## src/core/dmrs_pkg.sv

```systemverilog
package dmrs_pkg;

  // ==========================================================================
  // Mode addresses.
  localparam logic [5:0] MA_THERMAL_REFRESH_STATUS    = 6'h04;
  localparam logic [5:0] MA_DEVICE_IDENTIFICATION     = 6'h08;
  localparam logic [5:0] MA_CALIBRATION_RESET_CONTROL = 6'h0a;
  localparam logic [5:0] MA_BUS_TERMINATION_CONTROL   = 6'h0b;
  localparam logic [5:0] MA_RESERVED_LO               = 6'h05;
  localparam logic [5:0] MA_RESERVED_HI               = 6'h07;
  localparam logic [5:0] MA_RESERVED_ALONE            = 6'h09;

  // ==========================================================================
  // Field positions of the thermal refresh status register.
  localparam int REFRESH_LSB        = 0;
  localparam int REFRESH_MSB        = 2;
  localparam int SELF_REFRESH_ABORT = 3;
  localparam int REPAIR_MODE_ENTRY  = 4;
  localparam int THERMAL_OFFSET_LSB = 5;
  localparam int THERMAL_OFFSET_MSB = 6;
  localparam int TEMP_UPDATE_FLAG   = 7;

  // ==========================================================================
  // Refresh multiplier codes.
  localparam logic [2:0] REFRESH_LOW_LIMIT     = 3'h0;
  localparam logic [2:0] REFRESH_X4            = 3'h1;
  localparam logic [2:0] REFRESH_X2            = 3'h2;
  localparam logic [2:0] REFRESH_X1            = 3'h3;
  localparam logic [2:0] REFRESH_HALF          = 3'h4;
  localparam logic [2:0] REFRESH_QUARTER       = 3'h5;
  localparam logic [2:0] REFRESH_QUARTER_DERATE = 3'h6;
  localparam logic [2:0] REFRESH_HIGH_LIMIT    = 3'h7;

  // ==========================================================================
  // Identification layout and values.
  localparam logic [1:0] SIXTEEN_PREFETCH_TYPE = 2'h0;
  localparam logic [1:0] WIDTH_X16             = 2'h0;
  localparam logic [3:0] DENSITY_32GB          = 4'h6;

  // ==========================================================================
  // Reset values and reserved codes.
  localparam logic [1:0] THERMAL_OFFSET_RESERVED = 2'h3;
  localparam logic [2:0] TERMINATION_DISABLED    = 3'h0;
  localparam logic [2:0] TERMINATION_RESERVED    = 3'h7;
  localparam logic [7:0] ZERO_BYTE               = 8'h00;
  localparam int         TERM_DATA_LSB           = 0;
  localparam int         TERM_DATA_MSB           = 2;
  localparam int         TERM_CMD_LSB            = 4;
  localparam int         TERM_CMD_MSB            = 6;

endpackage

```

## src/core/dmrs_set_point_bank.sv

```systemverilog
`timescale 1ns/1ps
module dmrs_set_point_bank
  import dmrs_pkg::*;
(
  input  wire logic       i_core_clk,
  input  wire logic       i_sys_rst,
  input  wire logic       i_wr_en,
  input  wire logic       i_wr_sel,
  input  wire logic [2:0] i_wr_data,
  input  wire logic       i_rd_sel,
  input  wire logic       i_op_sel,
  output logic      [2:0] o_rd_data,
  output logic      [2:0] o_active
);

  // ==========================================================================
  // Two copies of one termination field.
  logic [2:0] copy_ff [2];

  genvar g;
  generate
    for (g = 0; g < 2; g++)
    begin : g_copy
      always_ff @(posedge i_core_clk)
      begin
        if (i_sys_rst)
          copy_ff[g] <= TERMINATION_DISABLED;
        else if (i_wr_en && (i_wr_sel == 1'(g)))
          copy_ff[g] <= i_wr_data;
      end
    end
  endgenerate

  assign o_rd_data = copy_ff[i_rd_sel];
  assign o_active  = copy_ff[i_op_sel];

endmodule // dmrs_set_point_bank

```

## src/core/dmrs_mode_regs.sv

```systemverilog
`timescale 1ns/1ps
// How it works
// - Six-bit mode address selects the four registers.
// - Refresh field bits 2:0 read-only code.
// - Code 011 at 85 degrees, bit2 above.
// - Derating needed reports refresh code 110.
// - Update flag sets when refresh code changes.
// - Reading address 04h clears update flag.
// - Flag zero after reset; field valid post-init.
// - Writes to 04h store only bits 6:3.
// - Bit 4 enters or exits repair mode.
// - Bit 3 enables self-refresh abort.
// - Bits 6:5 thermal offset, 11 reserved.
// - Type bits 1:0 report sixteen-prefetch type.
// - Density code in identification bits 5:2.
// - Width bits 7:6 report sixteen bits.
// - Addresses 05h-07h and 09h are reserved.
// - Bit 0 at 0Ah resets calibration.
// - Grounded reference pin ignores calibration commands.
// - Termination fields encode disabled, divisors, reserved.
// - Writes reach the write set-point copy; reads of 0Bh return zero.
// - Device applies the operating set-point copy.
// - Inactive copy rewrites never disturb operation.
// - Read data on low eight lines, rest zero.
module dmrs_mode_regs
  import dmrs_pkg::*;
#(
  parameter logic [3:0] DENSITY_CODE = DENSITY_32GB
)
(
  input  wire logic        i_core_clk,
  input  wire logic        i_sys_rst,
  input  wire logic        i_mode_write,
  input  wire logic        i_mode_read,
  input  wire logic [5:0]  i_mode_addr,
  input  wire logic [7:0]  i_mode_wdata,
  input  wire logic        i_write_set_point_select,
  input  wire logic        i_operating_set_point_select,
  input  wire logic        i_init_done,
  input  wire logic [2:0]  i_temp_refresh_code,
  input  wire logic        i_derating_needed,
  input  wire logic        i_repair_protect,
  input  wire logic        i_calibration_reference_grounded,
  output logic             o_rdata_valid,
  output logic      [15:0] o_rdata,
  output logic             o_repair_mode_entry,
  output logic             o_self_refresh_abort,
  output logic      [1:0]  o_thermal_offset,
  output logic             o_calibration_default_reset,
  output logic      [2:0]  o_data_bus_termination,
  output logic      [2:0]  o_command_bus_termination
);

  // ==========================================================================
  // Address decode.
  function automatic logic addr_is(input logic [5:0] a, input logic [5:0] ref_a);
    addr_is = (a == ref_a);
  endfunction

  wire hit_thermal = addr_is(i_mode_addr, MA_THERMAL_REFRESH_STATUS);
  wire hit_ident   = addr_is(i_mode_addr, MA_DEVICE_IDENTIFICATION);
  wire hit_cal     = addr_is(i_mode_addr, MA_CALIBRATION_RESET_CONTROL);
  wire hit_term    = addr_is(i_mode_addr, MA_BUS_TERMINATION_CONTROL);
  wire wr_thermal  = i_mode_write && hit_thermal;
  wire wr_cal      = i_mode_write && hit_cal;
  wire wr_term     = i_mode_write && hit_term;
  wire rd_thermal  = i_mode_read && hit_thermal;

  // ==========================================================================
  // Refresh code tracking.
  logic [2:0] refresh_ff;
  logic       update_flag_ff;
  logic       abort_ff;
  logic       repair_ff;
  logic [1:0] offset_ff;
  logic       cal_reset_ff;

  // Derating overrides the sensor code so the controller sees the stricter interval.
  wire [2:0] nxt_refresh = i_derating_needed ? REFRESH_QUARTER_DERATE : i_temp_refresh_code;
  // Until initialisation ends the field sits at the nominal code and no change is flagged.
  wire       refresh_changed = i_init_done && (nxt_refresh != refresh_ff);
  wire       nxt_update_flag = refresh_changed | (update_flag_ff & ~rd_thermal);

  always_ff @(posedge i_core_clk)
  begin
    if (i_sys_rst)
    begin
      refresh_ff     <= REFRESH_X1;
      update_flag_ff <= 1'b0;
    end
    else
    begin
      if (i_init_done)
        refresh_ff <= nxt_refresh;
      update_flag_ff <= nxt_update_flag;
    end
  end

  // ==========================================================================
  // Thermal register writable bits.
  wire       wr_offset_ok = i_mode_wdata[THERMAL_OFFSET_MSB:THERMAL_OFFSET_LSB] != THERMAL_OFFSET_RESERVED;
  // Repair protection blocks only the entry, never the exit.
  wire       nxt_repair   = i_mode_wdata[REPAIR_MODE_ENTRY] & ~i_repair_protect;
  wire [1:0] nxt_offset   = wr_offset_ok ? i_mode_wdata[THERMAL_OFFSET_MSB:THERMAL_OFFSET_LSB] : offset_ff;

  always_ff @(posedge i_core_clk)
  begin
    if (i_sys_rst)
    begin
      abort_ff  <= 1'b0;
      repair_ff <= 1'b0;
      offset_ff <= 2'h0;
    end
    else if (wr_thermal)
    begin
      abort_ff  <= i_mode_wdata[SELF_REFRESH_ABORT];
      repair_ff <= nxt_repair;
      offset_ff <= nxt_offset;
    end
  end

  // ==========================================================================
  // Calibration reset.
  // A grounded reference keeps default calibration, so the command is dropped.
  wire nxt_cal_reset = i_mode_wdata[0] & ~i_calibration_reference_grounded;

  always_ff @(posedge i_core_clk)
  begin
    if (i_sys_rst)
      cal_reset_ff <= 1'b0;
    else if (wr_cal)
      cal_reset_ff <= nxt_cal_reset;
  end

  // ==========================================================================
  // Termination copies.
  wire       term_data_ok = i_mode_wdata[TERM_DATA_MSB:TERM_DATA_LSB] != TERMINATION_RESERVED;
  wire       term_cmd_ok  = i_mode_wdata[TERM_CMD_MSB:TERM_CMD_LSB] != TERMINATION_RESERVED;
  wire [2:0] term_data_rd;
  wire [2:0] term_cmd_rd;
  wire [2:0] term_data_act;
  wire [2:0] term_cmd_act;

  dmrs_set_point_bank u_term_data (
    .i_core_clk (i_core_clk),
    .i_sys_rst  (i_sys_rst),
    .i_wr_en    (wr_term && term_data_ok),
    .i_wr_sel   (i_write_set_point_select),
    .i_wr_data  (i_mode_wdata[TERM_DATA_MSB:TERM_DATA_LSB]),
    .i_rd_sel   (i_write_set_point_select),
    .i_op_sel   (i_operating_set_point_select),
    .o_rd_data  (term_data_rd),
    .o_active   (term_data_act)
  );

  dmrs_set_point_bank u_term_cmd (
    .i_core_clk (i_core_clk),
    .i_sys_rst  (i_sys_rst),
    .i_wr_en    (wr_term && term_cmd_ok),
    .i_wr_sel   (i_write_set_point_select),
    .i_wr_data  (i_mode_wdata[TERM_CMD_MSB:TERM_CMD_LSB]),
    .i_rd_sel   (i_write_set_point_select),
    .i_op_sel   (i_operating_set_point_select),
    .o_rd_data  (term_cmd_rd),
    .o_active   (term_cmd_act)
  );

  // ==========================================================================
  // Read mux.
  wire [7:0] thermal_rd = {update_flag_ff, 4'h0, refresh_ff};
  wire [7:0] ident_rd   = {WIDTH_X16, DENSITY_CODE, SIXTEEN_PREFETCH_TYPE};
  // Termination fields are write-only; reading the selected copy is a debug view, kept
  // zero to stay deterministic for controllers that expect write-only bits to read zero.
  wire [7:0] term_rd    = ZERO_BYTE;
  wire [7:0] read_byte  = hit_thermal ? thermal_rd :
                          hit_ident   ? ident_rd   :
                          term_rd;

  logic        rvalid_ff;
  logic [15:0] rdata_ff;

  always_ff @(posedge i_core_clk)
  begin
    if (i_sys_rst)
    begin
      rvalid_ff <= 1'b0;
      rdata_ff  <= 16'h0000;
    end
    else
    begin
      rvalid_ff <= i_mode_read;
      rdata_ff  <= i_mode_read ? {8'h00, read_byte} : 16'h0000;
    end
  end

  // ==========================================================================
  // Applied settings, registered so every output comes from a flip-flop.
  logic [2:0] data_bus_termination_ff;
  logic [2:0] command_bus_termination_ff;

  always_ff @(posedge i_core_clk)
  begin
    if (i_sys_rst)
    begin
      data_bus_termination_ff <= TERMINATION_DISABLED;
      command_bus_termination_ff <= TERMINATION_DISABLED;
    end
    else
    begin
      data_bus_termination_ff <= term_data_act;
      command_bus_termination_ff <= term_cmd_act;
    end
  end

  assign o_rdata_valid               = rvalid_ff;
  assign o_rdata                     = rdata_ff;
  assign o_repair_mode_entry         = repair_ff;
  assign o_self_refresh_abort        = abort_ff;
  assign o_thermal_offset            = offset_ff;
  assign o_calibration_default_reset = cal_reset_ff;
  assign o_data_bus_termination      = data_bus_termination_ff;
  assign o_command_bus_termination   = command_bus_termination_ff;

  // term_data_rd and term_cmd_rd stay for the write set-point path; reads return zero.
  wire unused_rd = ^{term_data_rd, term_cmd_rd};

endmodule // dmrs_mode_regs

```

## config.mk

```make
export PLATFORM = sky130hd
export DESIGN_NAME = dmrs_mode_regs
export DESIGN_NICKNAME = d
export VERILOG_FILES = /design/src/core/dmrs_pkg.sv /design/src/core/dmrs_set_point_bank.sv /design/src/core/dmrs_mode_regs.sv
export SDC_FILE = /design/constraint.sdc
export NUM_CORES = 1
export LEC_CHECK = 0
export BUFFER_PORTS_ARGS = -buffer_cell sky130_fd_sc_hd__clkbuf_2
export CAP_MARGIN = 20
export CORE_AREA = 4 4 97 53
export CTS_CLUSTER_SIZE = 30
export DETAILED_ROUTE_END_ITERATION = 7
export DIE_AREA = 0 0 101 57
export GPL_ROUTABILITY_DRIVEN = 0
export GPL_TIMING_DRIVEN = 0
export PLACE_DENSITY = 0.69
export REMOVE_ABC_BUFFERS = 1
export SLEW_MARGIN = 20
export SYNTH_ARGS = -nofsm -noshare
export SYNTH_HDL_FRONTEND = slang
export SYNTH_HIERARCHICAL = 1
export SYNTH_SLANG_ARGS = --single-unit
```

## constraint.sdc

```tcl
create_clock -name i_core_clk -period 5.1 [get_ports i_core_clk]
set_input_delay 1.53 -clock i_core_clk [delete_from_list [all_inputs] [get_ports i_core_clk]]
set_output_delay 1.53 -clock i_core_clk [all_outputs]
set_load 0.02 [all_outputs]
```

# --- After elaboration in Yosys (flattened, before gate mapping) ---
# Memories as Yosys holds them, arrays and structs flattened. A register that Yosys moved wholly into a read port is not among the register bits.
# Cells that the tools add are included.
word_totals:
  regBits: 26
  mem_bits_rw: 12
  out_inout_bits: 28
  wordCells: 68
  memories: 2
mem_list:
  columns: ["memory", "depth", "width", "rd", "rd_clocked_by_memory_dff", "write_ports", "line_no", "rtl"]
  rows:
  - ["u_term_cmd.copy_ff", 2, 3, 1, 1, 2, "dmrs_set_point_bank.sv:18", "logic [2:0] copy_ff [2];"]
  - ["u_term_data.copy_ff", 2, 3, 1, 1, 2, "dmrs_set_point_bank.sv:18", null]
op_classes:
  eq_ne: 8
  mux: 21
  n_bitwise: 13
  reduce_logical: 14
op_table:
  columns: ["op", "n"]
  rows:
  - ["6-bit by 4-bit equality test with 1-bit output (second input constant)", 3]
  - ["3-bit 2-to-1 mux", 5]
  - ["1-bit 2-to-1 mux", 14]
  - ["1-bit logical AND", 11]
  - ["8-bit 2-to-1 mux", 1]
  - ["6-bit by 3-bit equality test with 1-bit output (second input constant)", 1]
  - ["3-bit inequality test (second input constant)", 2]
  - ["5-bit 2-to-1 mux", 1]
  - ["1-bit NOT", 5]
  - ["1-bit bitwise OR", 5]
  - ["1-bit bitwise AND", 3]
  - ["3-bit inequality test", 1]
  - ["3-bit OR reduction", 1]
  - ["2-bit inequality test (second input constant)", 1]
  - ["2-bit AND reduction", 1]
  - ["2-bit OR reduction", 1]

# --- Depth between registers and ports, before layout ---
# Gate-level depths: netlist (run 1).
logic_depth:
  depth_word: 8
  mapped_depth: 5
  ltp_nobuf: 5

# --- Hierarchy ---
# The synthesis (run 1) kept the hierarchy.
by_module_without_submodules:
  columns: ["module", "instances", "cells_per_inst", "area_each_um2"]
  rows:
  - ["dmrs_mode_regs", 1, 89, 888.4]
  - ["dmrs_set_point_bank", 2, 25, 311.5]

# --- Worst setup path before layout (run 1) ---
# Ideal clock, no wire load.
synth_path:
  path_type: "input -> register"
  startpoint: "input i_mode_addr[2]"
  endpoint: "memory u_term_cmd.copy_ff[0][0], enable pin"
  setup_ns: 0.304
  arrival_time_ns: 2.500
  required_ns: 4.796
  setup_slack_ns: 2.296
  path_stages: 5
  cell_sequence: "nor4b_1 nand4_1 a31oi_1 nand2b_1 nand2b_1"
synth_rtl:
  columns: ["item", "line_no", "rtl"]
  rows:
  - ["start, declared", "dmrs_mode_regs.sv:35", "input wire logic [5:0] i_mode_addr,"]
  - ["end, declared", "dmrs_set_point_bank.sv:18", null]

==> results of run 1 <==
==> how the worst max path moves through the flow <==
stage | from | end | depth (start not counted)
after floorplan | i_mode_addr[2] | u_term_cmd/copy_ff[0][0]$_SDFFCE_PN0P_ | 5
after global placement | i_mode_addr[5] | u_term_cmd/copy_ff[1][1]$_SDFFCE_PN0P_ | 6
after detailed placement | i_mode_addr[5] | u_term_data/copy_ff[1][0]$_SDFFCE_PN0P_ | 6
after CTS | i_mode_addr[5] | u_term_cmd/copy_ff[0][1]$_SDFFCE_PN0P_ | 6
after global routing | i_mode_addr[5] | u_term_cmd/copy_ff[1][2]$_SDFFCE_PN0P_ | 6
final | i_mode_addr[5] | u_term_cmd/copy_ff[0][1]$_SDFFCE_PN0P_ | 6
==> metrics by stage <==
step	cell area [um2]	total power [mW]	cells	hold slack [ns]	worst slack (ns)
2_1_floorplan	1390	0.324	130	0.430	2.30
3_3_place_gp	1680	0.348	230	0.449	1.90
3_5_place_dp	1680	0.349	230	0.450	1.87
4_1_cts	1760	0.542	238	0.466	2.16
5_1_grt	1760	0.561	238	0.477	2.02
6_report	1760	0.533	238	0.463	2.19
==> power by group through the flow <==
stage	combinational, mW	clock [mW]	sequential, mW
final	0.0553	0.190	0.287
after global routing	0.0610	0.212	0.288
after CTS	0.0557	0.199	0.287
after detailed placement	0.0555	0	0.293
after global placement	0.0549	0	0.293
after floorplan	0.0266	0	0.297
==> routing by layer <==
layer / global-route usage / up-vias / routed length, um
met4: 0.0455 / 0 / 43
met3: 0.0354 / 4 / 203
met2: 0.144 / 40 / 1150
li1: - / 534 / -
met1: 0.135 / 455 / 1390
met5: 0 / - / 0
==> area by class of cell <==
| cell class | count | area share |
|---|---|---|
| multi-input cells | 95 | 0.342 |
| well taps | 57 | 0.0404 |
| clock buffers | 5 | 0.0390 |
| clock inverters | 3 | 0.00993 |
| flip-flops and latches | 33 | 0.443 |
| repair buffers | 43 | 0.122 |
| inverters | 2 | 0.00426 |
==> registers in the layout, indices dropped and copies added, names as in the netlist, 2 cells and up <==
register / count
refresh_ff: 3
o_thermal_offset: 2
u_term_cmd/copy_ff: 6
o_rdata: 5
o_data_bus_termination: 3
u_term_data/copy_ff: 6
o_command_bus_termination: 3
==> impl_metrics.tcl, run 1 <==
set metrics [dict create \
    status "complete, no violations" \
    drt_wl_total_um 2790 \
    crit_type "primary input to register" \
    regArea_um2 781 \
    drive_gt1_frac 0.320 \
    multi_input_area_um2 603 \
    irDropWorstVdd_mv 0.102 \
    cp_max_fo 4 \
    chipHeight_um 57 \
    routed_via_density 4.34 \
    via_count 1033 \
    reg2reg_to "update_flag_ff$_SDFF_PP0_" \
    max_freq_mhz 343 \
    ioPinCount 55 \
    postCtsSetupRepairBufs 0 \
    hold_start "update_flag_ff$_SDFF_PP0_" \
    fp.dieArea_um2 5760 \
    clkTransAtPathRegs_ns 0.07 \
    crit_family "simple AND/OR/NAND/NOR gates" \
    cts-resized-gates 0 \
    drtAntennaViolNets 0 \
    hold_viol_final 0 \
    whs_endpoint "o_rdata[7]$_SDFF_PP0_" \
    start_util 0.338 \
    grt_pass1_vias 950 \
    pwr-share-clk 0.357 \
    skew_ns 0.00265 \
    dieWidth_um 101 \
    final_cell_mix "clkbuf_2, dfxtp_1, nor2_1" \
    grt_overflow 0 \
    powerDensity_nw_per_um2 302 \
    synth_warnings 6 \
    min_period_ns 2.91 \
    dr.pass1.iters 3 \
    cts_tree "yes" \
    clk_root_buffer_cell "clkbuf_8" \
    cpPeakStageDelay_ns 0.46 \
    fillCellCount 422 \
    grt_use_total 0.100 \
    clk_path_buf_depth 2 \
    path_cells "clkbuf_2, nor4b_1, nand4_1, a31oi_1, nand2b_1, nand2b_1" \
    r2r_slack_ns 4.03 \
    nets 207 \
    switchingPower_mw 0.134 \
    setup_violations 0 \
    startpoint_type "primary input" \
    synth_area_per_cell_um2 10.9 \
    ff2ff_path_depth 4 \
    period_share 0.571 \
    htreeDepth 2 \
    grt_max_degree 23 \
    cts-buffers-inserted 5 \
    syn_to_final_growth_pct 22.2 \
    clk_latency_ns 0.28 \
    core_region_area_um2 4280 \
    drc 0 \
    cp-end-kind "register" \
    drtIter0Drc 35 \
    p_int_mw 0.399 \
    netlist_area_um2 1440 \
    layout_commonest_cell "clkbuf_2" \
    combinationalPowerShare 0.104 \
    postCtsHoldBufs 0 \
    maxCapViolations 0 \
    row_count 17 \
    dp.final_hpwl_um 2200 \
    r2r_start "refresh_ff[1]$_SDFFE_PP1P_" \
    hold_path_depth 1 \
    clock-sinks 33 \
    rsz0062_at_grt "no" \
    fin_util 0.413 \
    hold_class "register to register" \
    post_drt_wl_per_cell_um 11.7 \
    path_buf_inv 1 \
    port_buffers 43 \
    grt_pass1_wl_um 4370 \
    power_frac_seq 0.539 \
    diodes 0 \
    path_common_cell "nand2b_1" \
    p_sw_frac 0.251 \
    cpMaxStageDelayCell "nor4b_1" \
    final-max-slew-violation-count 0 \
    crit_required_ns 5.08 \
    cp.arrival_ns 2.90 \
    cellLeakagePower_nw 0.757 \
    antenna_found_initial 0 \
    syn_inst 133 \
    setup_tns_ns 0 \
]
Note: power is estimated with default switching activity, not from simulation.
==> inputs of run 2 (changes only) <==
- ABC_AREA: unset -> 1
- CORE_AREA: 4 4 97 53 -> 4 4 99 54
- DIE_AREA: 0 0 101 57 -> 0 0 103 58
- clock period: 5.1 -> 2.9 ns (I/O delays scaled with it)
==> run 2 against run 1 <==
Global-route usage grew 1.3 points. Register-to-register slack worse by 2.0 ns. Largest power group unchanged. Wire length rose by 9.7%. Die area increased by 3.8%. Cell count increased by 21%.
==> impl_metrics.tcl, run 2 <==
set metrics [dict create \
    status "complete, no violations" \
    whs_ns 0.438 \
    cpPeakStageDelay_ns 0.37 \
    dp.final_hpwl_um 2340 \
    cpMaxStageDelayCell "a31oi_1" \
    max_freq_mhz 469 \
    dr.pass1.iters 4 \
    clkTransAtPathRegs_ns 0.07 \
    drt_wl_total_um 3050 \
    nets 258 \
    startpoint_type "primary input" \
    irDropWorstVdd_mv 0.201 \
    via_count 1230 \
    clock-sinks 33 \
    netlist_area_um2 1520 \
    cp-end-kind "register" \
    ioPinCount 55 \
    routed_via_density 4.26 \
    hold_viol_final 0 \
    final-max-slew-violation-count 0 \
    synth_area_per_cell_um2 8.27 \
    syn_inst 184 \
    finalInstanceArea_um2 1870 \
    postCtsSetupRepairBufs 0 \
    hold_start "update_flag_ff$_SDFF_PP0_" \
    synth_warnings 6 \
    finalNonFillerCells 289 \
    clk_path_buf_depth 2 \
    start_util 0.347 \
    regArea_um2 781 \
    placedInstanceArea_um2 1750 \
    antenna_found_initial 0 \
    cellLeakagePower_nw 0.932 \
    dp_cells 281 \
    cp.arrival_ns 2.09 \
    final_cell_mix "clkbuf_2, nor2_1, inv_1" \
    fillCellCount 429 \
    hold_class "register to register" \
    setup_violations 0 \
    period_share 0.736 \
    diodes 0 \
    multi_input_area_um2 539 \
    r2r_start "refresh_ff[1]$_SDFFE_PP1P_" \
    cts_tree "yes" \
    syn_to_final_growth_pct 22.9 \
    htreeDepth 2 \
    drc 0 \
    grt_max_degree 15 \
    grt_use_total 0.113 \
    row_count 17 \
    clk_root_buffer_cell "clkbuf_8" \
    wl_met2_um 1490 \
    crit_type "primary input to register" \
    wl_met3_um 165 \
    cts-resized-gates 0 \
    rsz0062_at_grt "no" \
    setup_tns_ns 0 \
    drive_gt1_frac 0.297 \
    hold_path_depth 2 \
    grt_pass1_vias 1210 \
    grt_pass1_wl_um 5240 \
    powerDensity_nw_per_um2 566 \
    min_period_ns 2.13 \
    dieWidth_um 103 \
    fin_util 0.427 \
    highest_layer "met4" \
    cts-buffers-inserted 5 \
    cp-startpoint "i_mode_addr[5]" \
    maxCapViolations 0 \
    clk_latency_ns 0.28 \
    met1_length_um 1330 \
    path_cells "clkbuf_2, nor2_4, nand4_1, a31oi_1, inv_1, o21ai_1" \
    ff2ff_path_depth 6 \
    drtAntennaViolNets 0 \
    crit_required_ns 2.86 \
    postCtsHoldBufs 0 \
    core_region_area_um2 4380 \
    chipHeight_um 58 \
    port_buffers 43 \
    cp_max_fo 5 \
    grt_overflow 0 \
    drtIter0Drc 47 \
    layout_commonest_cell "clkbuf_2" \
    post_drt_wl_per_cell_um 10.6 \
    fp.dieArea_um2 5970 \
    skew_ns 0.000758 \
]
## run 2: cell count changes in the layout (fill, tap and decap cells not counted), moves of 6 or more
| cell | change |
|---|---|
| o21ai_0 | +8 |
| inv_1 | +31 |
| nor2_1 | +21 |
| mux2_1 | -6 |
| nand2b_1 | -13 |
| o21ai_1 | +9 |
| nor2b_1 | -9 |
| nand2_1 | +11 |
## run 2: final timing paths
kind / slack [ns] / end
worst max-delay path: 0.77 / u_term_data/copy_ff[0][1]$_SDFFCE_PN0P_
worst min-delay path: 0.44 / o_rdata[7]$_SDFF_PP0_
worst max register to register: 2.03 / update_flag_ff$_SDFF_PP0_
worst min register to register: 0.44 / o_rdata[7]$_SDFF_PP0_
## run 2: layer usage
metal  track usage  up-vias
met1         0.138      542
met3        0.0313        8
met4        0.0554        0
met2         0.184       34
li1              -      646
met5             0        -
## run 2: layout make-up
type | count | area share
repair buffers | 43 | 0.115
clock buffers | 7 | 0.0462
clock inverters | 1 | 0.0161
well taps | 57 | 0.0381
flip-flops and latches | 33 | 0.417
inverters | 39 | 0.0789
multi-input cells | 109 | 0.288
## run 2: power breakdown
group	total, mW	leakage [nW]	internal (mW)	switching, mW
logic	0.109	0.587	0.0340	0.0747
registers	0.505	0.286	0.498	0.00692
clock network	0.446	0.0585	0.280	0.166
total	1.06	0.932	0.812	0.247
## run 2: worst max-delay path: cells and delay by family
kind | cells | cell delay (ns)
compound gates | 2 | 0.65
buf+inv | 2 | 0.20
simple gates | 2 | 0.37
## run 2: through the flow
stage          power (mW)  setup slack, ns
2_1_floorplan       0.577            0.843
3_3_place_gp        0.620            0.573
3_5_place_dp        0.623            0.505
4_1_cts              1.07            0.772
5_1_grt              1.11            0.691
6_report             1.06            0.767
